<file path="src/include/gating_pkg.sv">
// Shared constants for the peripheral block gating logic
package gating_pkg;

  // Bus widths
  localparam int ADDR_W = 18;    // Byte address width, covers index times four
  localparam int DATA_W = 32;    // APB data width
  localparam int REG_W = 8;      // Every gate register is one byte
  localparam int REG_CNT = 6;    // Number of gate registers
  localparam int SLOT_W = 3;     // Width of a register slot number
  localparam int NUM_PERIPH = 16;

  // Register indices; the byte address is four times the index
  localparam logic [15:0] IDX_CONVERTER = 16'hF060;
  localparam logic [15:0] IDX_SMALL_TIMER = 16'hF068;
  localparam logic [15:0] IDX_SERIAL = 16'hF06A;
  localparam logic [15:0] IDX_COMPARATOR = 16'hF06B;
  localparam logic [15:0] IDX_WIDE_TIMER = 16'hF06E;
  localparam logic [15:0] IDX_PWM = 16'hF06F;

  // Slot numbers inside the register array
  localparam logic [SLOT_W-1:0] SLOT_SMALL_TIMER = 3'h0;
  localparam logic [SLOT_W-1:0] SLOT_SERIAL = 3'h1;
  localparam logic [SLOT_W-1:0] SLOT_COMPARATOR = 3'h2;
  localparam logic [SLOT_W-1:0] SLOT_CONVERTER = 3'h3;
  localparam logic [SLOT_W-1:0] SLOT_WIDE_TIMER = 3'h4;
  localparam logic [SLOT_W-1:0] SLOT_PWM = 3'h5;
  localparam logic [SLOT_W-1:0] SLOT_NONE = 3'h7;

  // Writable bit masks; other bits are read-only zero
  localparam logic [REG_W-1:0] MASK_SMALL_TIMER = 8'h03;
  localparam logic [REG_W-1:0] MASK_SERIAL = 8'h8D;
  localparam logic [REG_W-1:0] MASK_COMPARATOR = 8'h40;
  localparam logic [REG_W-1:0] MASK_CONVERTER = 8'h01;
  localparam logic [REG_W-1:0] MASK_WIDE_TIMER = 8'h0F;
  localparam logic [REG_W-1:0] MASK_PWM = 8'h0F;

  // Reset values; every flag starts cleared
  localparam logic [REG_W-1:0] RST_SMALL_TIMER = 8'h00;
  localparam logic [REG_W-1:0] RST_SERIAL = 8'h00;
  localparam logic [REG_W-1:0] RST_COMPARATOR = 8'h00;
  localparam logic [REG_W-1:0] RST_CONVERTER = 8'h00;
  localparam logic [REG_W-1:0] RST_WIDE_TIMER = 8'h00;
  localparam logic [REG_W-1:0] RST_PWM = 8'h00;

  // Flag bit positions inside their registers
  localparam int BIT_TIMER0 = 0;
  localparam int BIT_TIMER1 = 1;
  localparam int BIT_TWOWIRE = 7;
  localparam int BIT_SECOND_UART = 3;
  localparam int BIT_FIRST_UART = 2;
  localparam int BIT_SYNC_SERIAL = 0;
  localparam int BIT_COMPARATOR = 6;
  localparam int BIT_SAR = 0;
  localparam int BIT_TIMER8 = 0;
  localparam int BIT_TIMER9 = 1;
  localparam int BIT_TIMER_A = 2;
  localparam int BIT_TIMER_B = 3;
  localparam int BIT_PWM4 = 0;
  localparam int BIT_PWM5 = 1;
  localparam int BIT_PWM6 = 2;
  localparam int BIT_PWM7 = 3;

  // Positions of each peripheral on the gating output vectors
  localparam int P_TIMER0 = 0;
  localparam int P_TIMER1 = 1;
  localparam int P_TWOWIRE = 2;
  localparam int P_SECOND_UART = 3;
  localparam int P_FIRST_UART = 4;
  localparam int P_SYNC_SERIAL = 5;
  localparam int P_COMPARATOR = 6;
  localparam int P_SAR = 7;
  localparam int P_TIMER8 = 8;
  localparam int P_TIMER9 = 9;
  localparam int P_TIMER_A = 10;
  localparam int P_TIMER_B = 11;
  localparam int P_PWM4 = 12;
  localparam int P_PWM5 = 13;
  localparam int P_PWM6 = 14;
  localparam int P_PWM7 = 15;

  // Byte address of a register from its index
  function automatic logic [ADDR_W-1:0] byte_addr(input logic [15:0] idx);
    byte_addr = {idx, 2'b00};
  endfunction

  // Maps a bus address onto a register slot, SLOT_NONE if unmapped
  function automatic logic [SLOT_W-1:0] reg_slot(input logic [ADDR_W-1:0] addr);
    if (addr == byte_addr(IDX_SMALL_TIMER)) begin
      reg_slot = SLOT_SMALL_TIMER;
    end else if (addr == byte_addr(IDX_SERIAL)) begin
      reg_slot = SLOT_SERIAL;
    end else if (addr == byte_addr(IDX_COMPARATOR)) begin
      reg_slot = SLOT_COMPARATOR;
    end else if (addr == byte_addr(IDX_CONVERTER)) begin
      reg_slot = SLOT_CONVERTER;
    end else if (addr == byte_addr(IDX_WIDE_TIMER)) begin
      reg_slot = SLOT_WIDE_TIMER;
    end else if (addr == byte_addr(IDX_PWM)) begin
      reg_slot = SLOT_PWM;
    end else begin
      reg_slot = SLOT_NONE;
    end
  endfunction

endpackage

</file>
<file path="src/rtl/gate_byte_reg.sv">
// One byte-wide gate register with a fixed writable mask
`timescale 1ns/100ps
`default_nettype none
module gate_byte_reg
  import gating_pkg::*;
#(
  parameter logic [REG_W-1:0] WMASK = 8'hFF,
  parameter logic [REG_W-1:0] RESET_VAL = 8'h00
) (
  input wire logic pclk,
  input wire logic presetn,
  input wire logic wr_en,
  input wire logic [REG_W-1:0] wr_data,
  output logic [REG_W-1:0] value_d,
  output logic [REG_W-1:0] value_q
);

  // Register state
  typedef struct packed {
    logic [REG_W-1:0] value; // Stored flags
  } state_s;

  state_s st_q;
  state_s st_d;

  // Next value: only writable bits take write data, the rest keep their current value
  always_comb begin
    st_d = st_q;
    if (wr_en) begin
      st_d.value = (wr_data & WMASK) | (st_q.value & ~WMASK);
    end
  end

  // State register
  always_ff @(posedge pclk or negedge presetn) begin
    if (!presetn) begin
      st_q <= '{value: RESET_VAL};
    end else begin
      st_q <= st_d;
    end
  end

  assign value_d = st_d.value;
  assign value_q = st_q.value;

endmodule
`default_nettype wire

</file>
<file path="src/rtl/periph_gate_cell.sv">
// Reset, clock enable and write permit for one gated peripheral
`timescale 1ns/100ps
`default_nettype none
module periph_gate_cell (
  input wire logic pclk,
  input wire logic presetn,
  input wire logic off_d,
  output logic rst_n,
  output logic clk_en,
  output logic wr_allow
);

  // Cell state, all three follow the flag in the same cycle
  typedef struct packed {
    logic rst_n;    // Low holds the peripheral in reset
    logic clk_en;   // Feeds the external clock gate
    logic wr_allow; // Low discards register writes
  } state_s;

  state_s st_q;
  state_s st_d;

  // Fed from the flag's next value so outputs line up with the flag
  always_comb begin
    st_d.rst_n = ~off_d;
    st_d.clk_en = ~off_d;
    st_d.wr_allow = ~off_d;
  end

  // System reset keeps the peripheral in reset but clocked
  always_ff @(posedge pclk or negedge presetn) begin
    if (!presetn) begin
      st_q <= '{rst_n: 1'b0, clk_en: 1'b1, wr_allow: 1'b0};
    end else begin
      st_q <= st_d;
    end
  end

  assign rst_n = st_q.rst_n;
  assign clk_en = st_q.clk_en;
  assign wr_allow = st_q.wr_allow;

endmodule
`default_nettype wire

</file>
<file path="src/rtl/peripheral_block_gating.sv">
// APB register block that gates reset, clock and writes of peripherals
`timescale 1ns/100ps
`default_nettype none
module peripheral_block_gating
  import gating_pkg::*;
(
  input wire logic pclk,
  input wire logic presetn,
  input wire logic psel,
  input wire logic penable,
  input wire logic pwrite,
  input wire logic [ADDR_W-1:0] paddr,
  input wire logic [DATA_W-1:0] pwdata,
  input wire logic [3:0] pstrb,
  output logic [DATA_W-1:0] prdata,
  output logic pready,
  output logic pslverr,
  output logic [NUM_PERIPH-1:0] periph_rst_n,
  output logic [NUM_PERIPH-1:0] periph_clk_en,
  output logic [NUM_PERIPH-1:0] periph_wr_allow
);

  // Bus slave state
  typedef struct packed {
    logic pready;              // High during the single access cycle
    logic pslverr;             // Unmapped address flagged in access cycle
    logic [DATA_W-1:0] prdata; // Read data captured in setup cycle
    logic [SLOT_W-1:0] slot;   // Decoded register of the transfer
  } state_s;

  state_s st_q;
  state_s st_d;

  // Register values, current and next
  logic [REG_CNT-1:0][REG_W-1:0] reg_q;
  logic [REG_CNT-1:0][REG_W-1:0] reg_d;
  logic [REG_CNT-1:0] reg_wr;    // Write strobe per register
  logic wr_accept;               // Write completing in this cycle
  logic [SLOT_W-1:0] setup_slot; // Slot decoded from the live address

  // Named disable flags, next values feed the gate cells
  logic timer0_off;
  logic timer1_off;
  logic twowire_off;
  logic second_uart_off;
  logic first_uart_off;
  logic sync_serial_off;
  logic comparator_off;
  logic sar_converter_off;
  logic timer8_off;
  logic timer9_off;
  logic timer_a_off;
  logic timer_b_off;
  logic pwm_ch4_off;
  logic pwm_ch5_off;
  logic pwm_ch6_off;
  logic pwm_ch7_off;
  logic [NUM_PERIPH-1:0] off_d;  // Flag vector, next value
  logic [NUM_PERIPH-1:0] off_q;  // Flag vector, current value

  // Setup-cycle decode
  assign setup_slot = reg_slot(paddr);

  // Write takes effect only at the completing access edge, low byte lane
  assign wr_accept = psel & penable & st_q.pready & pwrite & ~st_q.pslverr
                     & pstrb[0];

  // Per-register write strobes
  always_comb begin
    for (int i = 0; i < REG_CNT; i++) begin
      reg_wr[i] = wr_accept && (st_q.slot == SLOT_W'(i));
    end
  end

  // APB slave: answer in the first access cycle, no wait states
  always_comb begin
    st_d = st_q;
    if (psel && !penable) begin
      // Setup cycle: decode and capture read data
      st_d.pready = 1'b1;
      st_d.slot = setup_slot;
      st_d.pslverr = (setup_slot == SLOT_NONE);
      if (setup_slot == SLOT_NONE) begin
        st_d.prdata = '0;
      end else begin
        // Byte in the low lane, upper bits read zero
        st_d.prdata = {{(DATA_W-REG_W){1'b0}}, reg_q[setup_slot]};
      end
    end else begin
      // Access done or idle
      st_d.pready = 1'b0;
      st_d.pslverr = 1'b0;
      st_d.prdata = '0;
      st_d.slot = SLOT_NONE;
    end
  end

  // Bus state register
  always_ff @(posedge pclk or negedge presetn) begin
    if (!presetn) begin
      st_q <= '{pready: 1'b0, pslverr: 1'b0, prdata: '0, slot: SLOT_NONE};
    end else begin
      st_q <= st_d;
    end
  end

  assign prdata = st_q.prdata;
  assign pready = st_q.pready;
  assign pslverr = st_q.pslverr;

  // Gate registers; masks keep unassigned bits zero
  gate_byte_reg #(.WMASK(MASK_SMALL_TIMER), .RESET_VAL(RST_SMALL_TIMER)) u_small_timer (
    .pclk(pclk),
    .presetn(presetn),
    .wr_en(reg_wr[SLOT_SMALL_TIMER]),
    .wr_data(pwdata[REG_W-1:0]),
    .value_d(reg_d[SLOT_SMALL_TIMER]),
    .value_q(reg_q[SLOT_SMALL_TIMER])
  );

  gate_byte_reg #(.WMASK(MASK_SERIAL), .RESET_VAL(RST_SERIAL)) u_serial (
    .pclk(pclk),
    .presetn(presetn),
    .wr_en(reg_wr[SLOT_SERIAL]),
    .wr_data(pwdata[REG_W-1:0]),
    .value_d(reg_d[SLOT_SERIAL]),
    .value_q(reg_q[SLOT_SERIAL])
  );

  gate_byte_reg #(.WMASK(MASK_COMPARATOR), .RESET_VAL(RST_COMPARATOR)) u_comparator (
    .pclk(pclk),
    .presetn(presetn),
    .wr_en(reg_wr[SLOT_COMPARATOR]),
    .wr_data(pwdata[REG_W-1:0]),
    .value_d(reg_d[SLOT_COMPARATOR]),
    .value_q(reg_q[SLOT_COMPARATOR])
  );

  gate_byte_reg #(.WMASK(MASK_CONVERTER), .RESET_VAL(RST_CONVERTER)) u_converter (
    .pclk(pclk),
    .presetn(presetn),
    .wr_en(reg_wr[SLOT_CONVERTER]),
    .wr_data(pwdata[REG_W-1:0]),
    .value_d(reg_d[SLOT_CONVERTER]),
    .value_q(reg_q[SLOT_CONVERTER])
  );

  gate_byte_reg #(.WMASK(MASK_WIDE_TIMER), .RESET_VAL(RST_WIDE_TIMER)) u_wide_timer (
    .pclk(pclk),
    .presetn(presetn),
    .wr_en(reg_wr[SLOT_WIDE_TIMER]),
    .wr_data(pwdata[REG_W-1:0]),
    .value_d(reg_d[SLOT_WIDE_TIMER]),
    .value_q(reg_q[SLOT_WIDE_TIMER])
  );

  gate_byte_reg #(.WMASK(MASK_PWM), .RESET_VAL(RST_PWM)) u_pwm (
    .pclk(pclk),
    .presetn(presetn),
    .wr_en(reg_wr[SLOT_PWM]),
    .wr_data(pwdata[REG_W-1:0]),
    .value_d(reg_d[SLOT_PWM]),
    .value_q(reg_q[SLOT_PWM])
  );

  // Flag extraction from the next register values
  assign timer0_off = reg_d[SLOT_SMALL_TIMER][BIT_TIMER0];
  assign timer1_off = reg_d[SLOT_SMALL_TIMER][BIT_TIMER1];
  assign twowire_off = reg_d[SLOT_SERIAL][BIT_TWOWIRE];
  assign second_uart_off = reg_d[SLOT_SERIAL][BIT_SECOND_UART];
  assign first_uart_off = reg_d[SLOT_SERIAL][BIT_FIRST_UART];
  assign sync_serial_off = reg_d[SLOT_SERIAL][BIT_SYNC_SERIAL];
  assign comparator_off = reg_d[SLOT_COMPARATOR][BIT_COMPARATOR];
  assign sar_converter_off = reg_d[SLOT_CONVERTER][BIT_SAR];
  assign timer8_off = reg_d[SLOT_WIDE_TIMER][BIT_TIMER8];
  assign timer9_off = reg_d[SLOT_WIDE_TIMER][BIT_TIMER9];
  assign timer_a_off = reg_d[SLOT_WIDE_TIMER][BIT_TIMER_A];
  assign timer_b_off = reg_d[SLOT_WIDE_TIMER][BIT_TIMER_B];
  assign pwm_ch4_off = reg_d[SLOT_PWM][BIT_PWM4];
  assign pwm_ch5_off = reg_d[SLOT_PWM][BIT_PWM5];
  assign pwm_ch6_off = reg_d[SLOT_PWM][BIT_PWM6];
  assign pwm_ch7_off = reg_d[SLOT_PWM][BIT_PWM7];

  // Flag vector in output order
  always_comb begin
    off_d[P_TIMER0] = timer0_off;
    off_d[P_TIMER1] = timer1_off;
    off_d[P_TWOWIRE] = twowire_off;
    off_d[P_SECOND_UART] = second_uart_off;
    off_d[P_FIRST_UART] = first_uart_off;
    off_d[P_SYNC_SERIAL] = sync_serial_off;
    off_d[P_COMPARATOR] = comparator_off;
    off_d[P_SAR] = sar_converter_off;
    off_d[P_TIMER8] = timer8_off;
    off_d[P_TIMER9] = timer9_off;
    off_d[P_TIMER_A] = timer_a_off;
    off_d[P_TIMER_B] = timer_b_off;
    off_d[P_PWM4] = pwm_ch4_off;
    off_d[P_PWM5] = pwm_ch5_off;
    off_d[P_PWM6] = pwm_ch6_off;
    off_d[P_PWM7] = pwm_ch7_off;
  end

  // Current flag vector, same mapping from the stored values
  always_comb begin
    off_q[P_TIMER0] = reg_q[SLOT_SMALL_TIMER][BIT_TIMER0];
    off_q[P_TIMER1] = reg_q[SLOT_SMALL_TIMER][BIT_TIMER1];
    off_q[P_TWOWIRE] = reg_q[SLOT_SERIAL][BIT_TWOWIRE];
    off_q[P_SECOND_UART] = reg_q[SLOT_SERIAL][BIT_SECOND_UART];
    off_q[P_FIRST_UART] = reg_q[SLOT_SERIAL][BIT_FIRST_UART];
    off_q[P_SYNC_SERIAL] = reg_q[SLOT_SERIAL][BIT_SYNC_SERIAL];
    off_q[P_COMPARATOR] = reg_q[SLOT_COMPARATOR][BIT_COMPARATOR];
    off_q[P_SAR] = reg_q[SLOT_CONVERTER][BIT_SAR];
    off_q[P_TIMER8] = reg_q[SLOT_WIDE_TIMER][BIT_TIMER8];
    off_q[P_TIMER9] = reg_q[SLOT_WIDE_TIMER][BIT_TIMER9];
    off_q[P_TIMER_A] = reg_q[SLOT_WIDE_TIMER][BIT_TIMER_A];
    off_q[P_TIMER_B] = reg_q[SLOT_WIDE_TIMER][BIT_TIMER_B];
    off_q[P_PWM4] = reg_q[SLOT_PWM][BIT_PWM4];
    off_q[P_PWM5] = reg_q[SLOT_PWM][BIT_PWM5];
    off_q[P_PWM6] = reg_q[SLOT_PWM][BIT_PWM6];
    off_q[P_PWM7] = reg_q[SLOT_PWM][BIT_PWM7];
  end

  // One gate cell per peripheral: reset hold, clock stop, write block
  for (genvar g = 0; g < NUM_PERIPH; g++) begin : g_cell
    periph_gate_cell u_cell (
      .pclk(pclk),
      .presetn(presetn),
      .off_d(off_d[g]),
      .rst_n(periph_rst_n[g]),
      .clk_en(periph_clk_en[g]),
      .wr_allow(periph_wr_allow[g])
    );
  end

  // Helper: high from the second edge after reset release onward
  logic out_of_reset_q;
  always_ff @(posedge pclk or negedge presetn) begin
    if (!presetn) begin
      out_of_reset_q <= 1'b0;
    end else begin
      out_of_reset_q <= 1'b1;
    end
  end

  // Disabled peripheral is held in reset
  property p_held_in_reset;
    @(posedge pclk) disable iff (!presetn)
      out_of_reset_q |-> ((periph_rst_n & off_q) == '0);
  endproperty
  a_held_in_reset: assert property (p_held_in_reset)
    else $error("Disabled peripheral not held in reset");

  // Disabled peripheral has its clock stopped
  property p_clock_stopped;
    @(posedge pclk) disable iff (!presetn)
      (periph_clk_en & off_q) == '0;
  endproperty
  a_clock_stopped: assert property (p_clock_stopped)
    else $error("Disabled peripheral still clocked");

  // Writes to a disabled peripheral are blocked
  property p_write_blocked;
    @(posedge pclk) disable iff (!presetn)
      (periph_wr_allow & off_q) == '0;
  endproperty
  a_write_blocked: assert property (p_write_blocked)
    else $error("Write permit open on disabled peripheral");

  // Clearing the timer 0 flag releases it on the same edge
  property p_release_timer0;
    @(posedge pclk) disable iff (!presetn)
      $fell(off_q[P_TIMER0]) |->
        periph_rst_n[P_TIMER0] && periph_clk_en[P_TIMER0] && periph_wr_allow[P_TIMER0];
  endproperty
  a_release_timer0: assert property (p_release_timer0)
    else $error("Timer 0 not released after flag cleared");

  // Flags are zero on the first edge after reset release
  property p_flags_clear_at_reset;
    @(posedge pclk) disable iff (!presetn)
      !out_of_reset_q |-> (off_q == '0);
  endproperty
  a_flags_clear_at_reset: assert property (p_flags_clear_at_reset)
    else $error("Disable flag set right after reset");

  // A small timer write lands on timer 0 and 1 flags next cycle
  property p_small_timer_map;
    @(posedge pclk) disable iff (!presetn)
      reg_wr[SLOT_SMALL_TIMER] |=> (off_q[P_TIMER0] == $past(pwdata[BIT_TIMER0]))
        && (off_q[P_TIMER1] == $past(pwdata[BIT_TIMER1]));
  endproperty
  a_small_timer_map: assert property (p_small_timer_map)
    else $error("Small timer flags do not follow write");

  // Serial register write lands on its four flags
  property p_serial_map;
    @(posedge pclk) disable iff (!presetn)
      reg_wr[SLOT_SERIAL] |=>
        ({off_q[P_TWOWIRE], off_q[P_SECOND_UART], off_q[P_FIRST_UART], off_q[P_SYNC_SERIAL]}
          == {$past(pwdata[7]), $past(pwdata[3]), $past(pwdata[2]), $past(pwdata[0])});
  endproperty
  a_serial_map: assert property (p_serial_map)
    else $error("Serial flags do not follow write");

  // Unassigned bits always read back zero
  property p_reserved_zero;
    @(posedge pclk) disable iff (!presetn)
      ((reg_q[SLOT_SMALL_TIMER] & ~MASK_SMALL_TIMER) == '0)
      && ((reg_q[SLOT_SERIAL] & ~MASK_SERIAL) == '0)
      && ((reg_q[SLOT_COMPARATOR] & ~MASK_COMPARATOR) == '0)
      && ((reg_q[SLOT_CONVERTER] & ~MASK_CONVERTER) == '0)
      && ((reg_q[SLOT_WIDE_TIMER] & ~MASK_WIDE_TIMER) == '0)
      && ((reg_q[SLOT_PWM] & ~MASK_PWM) == '0);
  endproperty
  a_reserved_zero: assert property (p_reserved_zero)
    else $error("Unassigned register bit is set");

  // Wide timer, converter and PWM writes map to their flags
  property p_wide_pwm_map;
    @(posedge pclk) disable iff (!presetn)
      (reg_wr[SLOT_WIDE_TIMER] || reg_wr[SLOT_PWM] || reg_wr[SLOT_CONVERTER]) |=>
        (!$past(reg_wr[SLOT_WIDE_TIMER])
          || (off_q[P_TIMER_B:P_TIMER8] == $past(pwdata[3:0])))
        && (!$past(reg_wr[SLOT_PWM]) || (off_q[P_PWM7:P_PWM4] == $past(pwdata[3:0])))
        && (!$past(reg_wr[SLOT_CONVERTER]) || (off_q[P_SAR] == $past(pwdata[BIT_SAR])));
  endproperty
  a_wide_pwm_map: assert property (p_wide_pwm_map)
    else $error("Wide timer, converter or PWM flags mismatch");

  // Setup cycle is answered with pready in the next cycle, byte read data
  property p_one_cycle_answer;
    @(posedge pclk) disable iff (!presetn)
      (psel && !penable) |=> pready && (prdata[DATA_W-1:REG_W] == '0);
  endproperty
  a_one_cycle_answer: assert property (p_one_cycle_answer)
    else $error("APB answer late or upper read bits set");

endmodule
`default_nettype wire

</file>
<file path="config.mk">
export PLATFORM = sky130hd
export DESIGN_NAME = peripheral_block_gating
export DESIGN_NICKNAME = d
export VERILOG_FILES = /design/src/include/gating_pkg.sv /design/src/rtl/gate_byte_reg.sv /design/src/rtl/periph_gate_cell.sv /design/src/rtl/peripheral_block_gating.sv
export SDC_FILE = /design/constraint.sdc
export NUM_CORES = 1
export LEC_CHECK = 0
export BUFFER_PORTS_ARGS = -buffer_cell sky130_fd_sc_hd__buf_2
export CORE_ASPECT_RATIO = 1.1
export CORE_UTILIZATION = 41
export DETAILED_ROUTE_END_ITERATION = 10
export PLACE_DENSITY_LB_ADDON = 0.05
export SLEW_MARGIN = 10
export SYNTH_ARGS = -nofsm -noshare
export SYNTH_HDL_FRONTEND = slang
export SYNTH_SLANG_ARGS = --single-unit
</file>
<file path="constraint.sdc">
create_clock -name pclk -period 1.5 [get_ports pclk]
set_input_delay 0.075 -clock pclk [delete_from_list [all_inputs] [get_ports pclk]]
set_output_delay 0.075 -clock pclk [all_outputs]
set_load 0.01 [all_outputs]
</file>
==> metrics.md <==
| Metric | Value |
|---|---|
| CTS tree | done |
| DRT iter0 DRCs | 40 |
| Slack of the worst reg-to-reg path | -260 ps |
| Post-DP Area | approximately 3000 sq um |
| Initial antenna violation count | 0 |
| Nets | roughly 360 |
| CP peak stage delay | approximately 370 ps |
| Min-delay src | pwdata[1] |
| Max stage delay cell, worst path | dfrtp_1 |
| Final Cell Area | ~3400 sq um |
| Vias per cell | 4.27 |
| Via count | 1667 |
| Sequential fraction of design power | 49.7% |
| Failing checks | setup timing |
| CP Class | flop to flop |
| DRC viols | 0 |
| Hold Worst Slack | around 34 ps |
| First-pass GRT wire length | between 7 and 8 mm |
| Async S/R FF share, synth | 100% |
| Die H | between 80 and 90 microns |
| Final Max Tran Viols | 0 |
| Max clock buf depth | 2 |
| PortBufs | 87 |
| Worst setup margin | -261 ps |
| Cts bufs inserted | 9 |
| Non-Filler Instances | 390 |
| Net switching fraction of the power | about 22% |
| Vias in the first global route | roughly 1600 |
| CTS root buf | clkbuf_8 |
| Fmax | roughly 570 MHz |
| Largest net degree at the start of global routing | 61 |
| Fill cell count | 625 |
| Maxcap violations | 0 |
| Core Region | 6590 sq um |
| Hold Violations, Final | 0 |
| Unrepaired setup endpoints after global routing | yes |
| Final wirelength | around 5 mm |
| Hold Crit Class | input pin to flop |
| Clk pin slew, worst setup/hold paths | approximately 60 ps |
| Seq cells post-synth | 60 |
| Setup violators final | between 50 and 60 |
| Die area | a little over 7000 sq um |
| Clk_lat worst skew | roughly 340 ps |
| I/O pin count | 141 |
| Reg area | between 1500 and 2000 sq um |
| Combinational share of power | approximately 5.9% |
| Minimum clock period | 1760 ps |
| Gate Count Post-Synth | roughly 240 |
| VDD IR max | approximately 0.00070 V |
| Critical R2R Launch | pslverr$_DFF_PN0_ |
| Worst hold endpoint | u_small_timer.value_q[1]$_DFF_PN0_ |
| Setup TNS Final | -9130 ps |
| Fraction of layout cells with a size suffix above 1 | around three fifths |
| YS warnings | 0 |
| Die Width | a little over 80 microns |
| Pint | roughly 0.0026 W |
| Placed cell count | 368 |
| Detailed Routing Iterations Pass 1 | 4 |
| WP buf/inv | 1 |
| Synth Cell Area | between 2000 and 3000 sq um |
| Routability cong. | 0.754 |
| Leakage power | roughly 1.5 nW |
| GRT Total Usage | approximately 15% |
| Unique masters post-synth | 32 |
| H-Tree Depth | 3 |
| Total gr overflow | 0 |
| Post-synth EDFFs | 0 |
| Final Cycle Share | 117% |
| Worst path cell trace | nand4b_1 > or3_1 > or3_4 > mux2_2 > inv_1 |
| Syn avg cell area | approximately 12 sq um |
| Area occupied by multi-input gates | ~830 sq um |
| CP startpoint kind | flop |
| CP arrival | 2030 ps |
| Crit path required time | between 1500 and 2000 ps |
| Critical path's top delay family | simple AND/OR/NAND/NOR gates |
| Clock sinks | 60 |
| Power per cell area | about 970 nW/um^2 |
| Top_reg_cell synth | dfrtp_1 |
| Peak fanout along the critical path | 2 |
| Clock skew | between 4 and 5 ps |
| Rows | 31 |
| Antenna fix cells | 0 |
| R2r endpoint | g_cell[1].u_cell.wr_allow$_DFF_PN0_ |
| Area grow syn2layout | 20.4% |
| Dpl hpwl | about 3.6 mm |
| Setup crit end kind | flop |
| Final ANT Viol Nets | 0 |
| Worst r2r path cells | 5 |
| Sequential element share of the synthesized area | a little over half |
| DR WL/cell | around 13 microns |
| Status | finished, violations left |
| Psw | ~0.00072 W |
| Initial cell density of the core | between 40% and 50% |
| Clk network pwr share | between 40% and 50% |
| WHS Path Cells | 2 |
[worst reg2reg max path, stage by stage, from the launching register on]
cell and delay (ps):
dfrtp_1 370, nand4b_1 240, or3_1 360, or3_4 360
mux2_2 290, inv_1 80
[cells in the mapped netlist, types with 2 or more instances]
cell type	count	area, sq um
nor2_1	8	30.0
nand2_1	10	37.5
dfrtp_1	41	1030
nor3_1	3	15.0
mux2_2	16	180
or4_4	2	22.5
dfstp_2	19	499
or3_1	2	12.5
a21oi_1	5	25.0
nand4b_1	4	35.0
buf_4	80	601
mux2i_1	5	50.1
nor2b_1	2	12.5
inv_1	18	67.6
nor4b_1	2	17.5
nand3_1	6	30.0
[worst max path at each step]
| stage | start | to | slack (ps) | cells past startpoint |
|---|---|---|---|---|
| final | pslverr$_DFF_PN0_ | g_cell[1].u_cell.wr_allow$_DFF_PN0_ | -260 | 5 |
| after global routing | pslverr$_DFF_PN0_ | g_cell[0].u_cell.wr_allow$_DFF_PN0_ | -320 | 5 |
| after CTS | pslverr$_DFF_PN0_ | g_cell[0].u_cell.wr_allow$_DFF_PN0_ | -270 | 5 |
| after detailed placement | paddr[9] | prdata[1]$_DFF_PN0_ | -620 | 8 |
| after global placement | paddr[9] | prdata[1]$_DFF_PN0_ | -590 | 7 |
| after floorplan | paddr[9] | prdata[0]$_DFF_PN0_ | -490 | 6 |
[area by class of cell]
class / count / area share [%]
sequential: 60 / 45.1
multi-input combinational: 104 / 24.5
timing repair buffer: 110 / 19.3
clock buffer: 12 / 4.59
tap: 82 / 3.04
inverter: 18 / 2.00
clock inverter: 4 / 1.41
[cells by family (layout without fill, tap and decap cells)]
logic type / Yosys count / in the layout / synth area share, %
simple gates: 48 / 48 / 11.2
compound gates: 9 / 9 / 1.83
mux: 21 / 21 / 8.20
buf+inv: 99 / 144 / 23.9
flops: 60 / 60 / 54.3
other cells: 1 / 25 / 0.134
xor+xnor: 1 / 1 / 0.312
[registers in the layout (all words and copies together) (netlist names)]
register,count
g_cell.u_cell.wr_allow,16
pslverr,1
u_comparator.value_q,1
st_q,3
prdata,7
g_cell.u_cell.clk_en,16
u_serial.value_q,4
u_pwm.value_q,4
u_wide_timer.value_q,4
pready,1
u_small_timer.value_q,2
u_converter.value_q,1
[cell usage in the layout (no fill, tap or decap), drive strengths merged, types with 6 or more instances in the layout]
| master | count |
|---|---|
| nor2 | 8 |
| nand2 | 11 |
| buf | 107 |
| inv | 18 |
| mux2 | 16 |
| dfstp | 19 |
| dfrtp | 41 |
| nand3 | 6 |
| clkbuf | 12 |
| conb | 25 |
[power by group through the flow]
stage / registers, W / clock network [W] / logic (W)
3_3_place_gp: 0.00165 / 0 / 0.000175
6_report: 0.00163 / 0.00145 / 0.000192
4_1_cts: 0.00163 / 0.00151 / 0.000190
5_1_grt: 0.00163 / 0.00157 / 0.000218
3_5_place_dp: 0.00165 / 0 / 0.000177
2_1_floorplan: 0.00166 / 0 / 0.000113
[through the flow]
stage	setup WS, ps	utilization, %	total power [W]
6_report	-261	51.2	0.00327
5_1_grt	-324	51.2	0.00342
4_1_cts	-268	50.4	0.00332
3_5_place_dp	-621	45.2	0.00183
3_3_place_gp	-592	45.2	0.00183
2_1_floorplan	-487	-	0.00177
[per-layer routing]
| layer | part of all wire, % | track usage [%] |
|---|---|---|
| met2 | 50 | 24.9 |
| met5 | 0 | 0 |
| met4 | 1.6 | 6.33 |
| met1 | 41 | 17.5 |
| met3 | 7.0 | 6.29 |
[what timing repair did]
| item | 4_1_cts | 5_1_grt |
|---|---|---|
| resized for setup | 26 | 14 |
| pin swaps | 6 | 4 |
| hold endpoints to repair | 45 | 0 |
| endpoints found under the setup margin | 51 | 53 |
| hold buffers | 3 | 0 |
| setup buffers | 2 | 1 |
(Power assumes the default switching activity.)
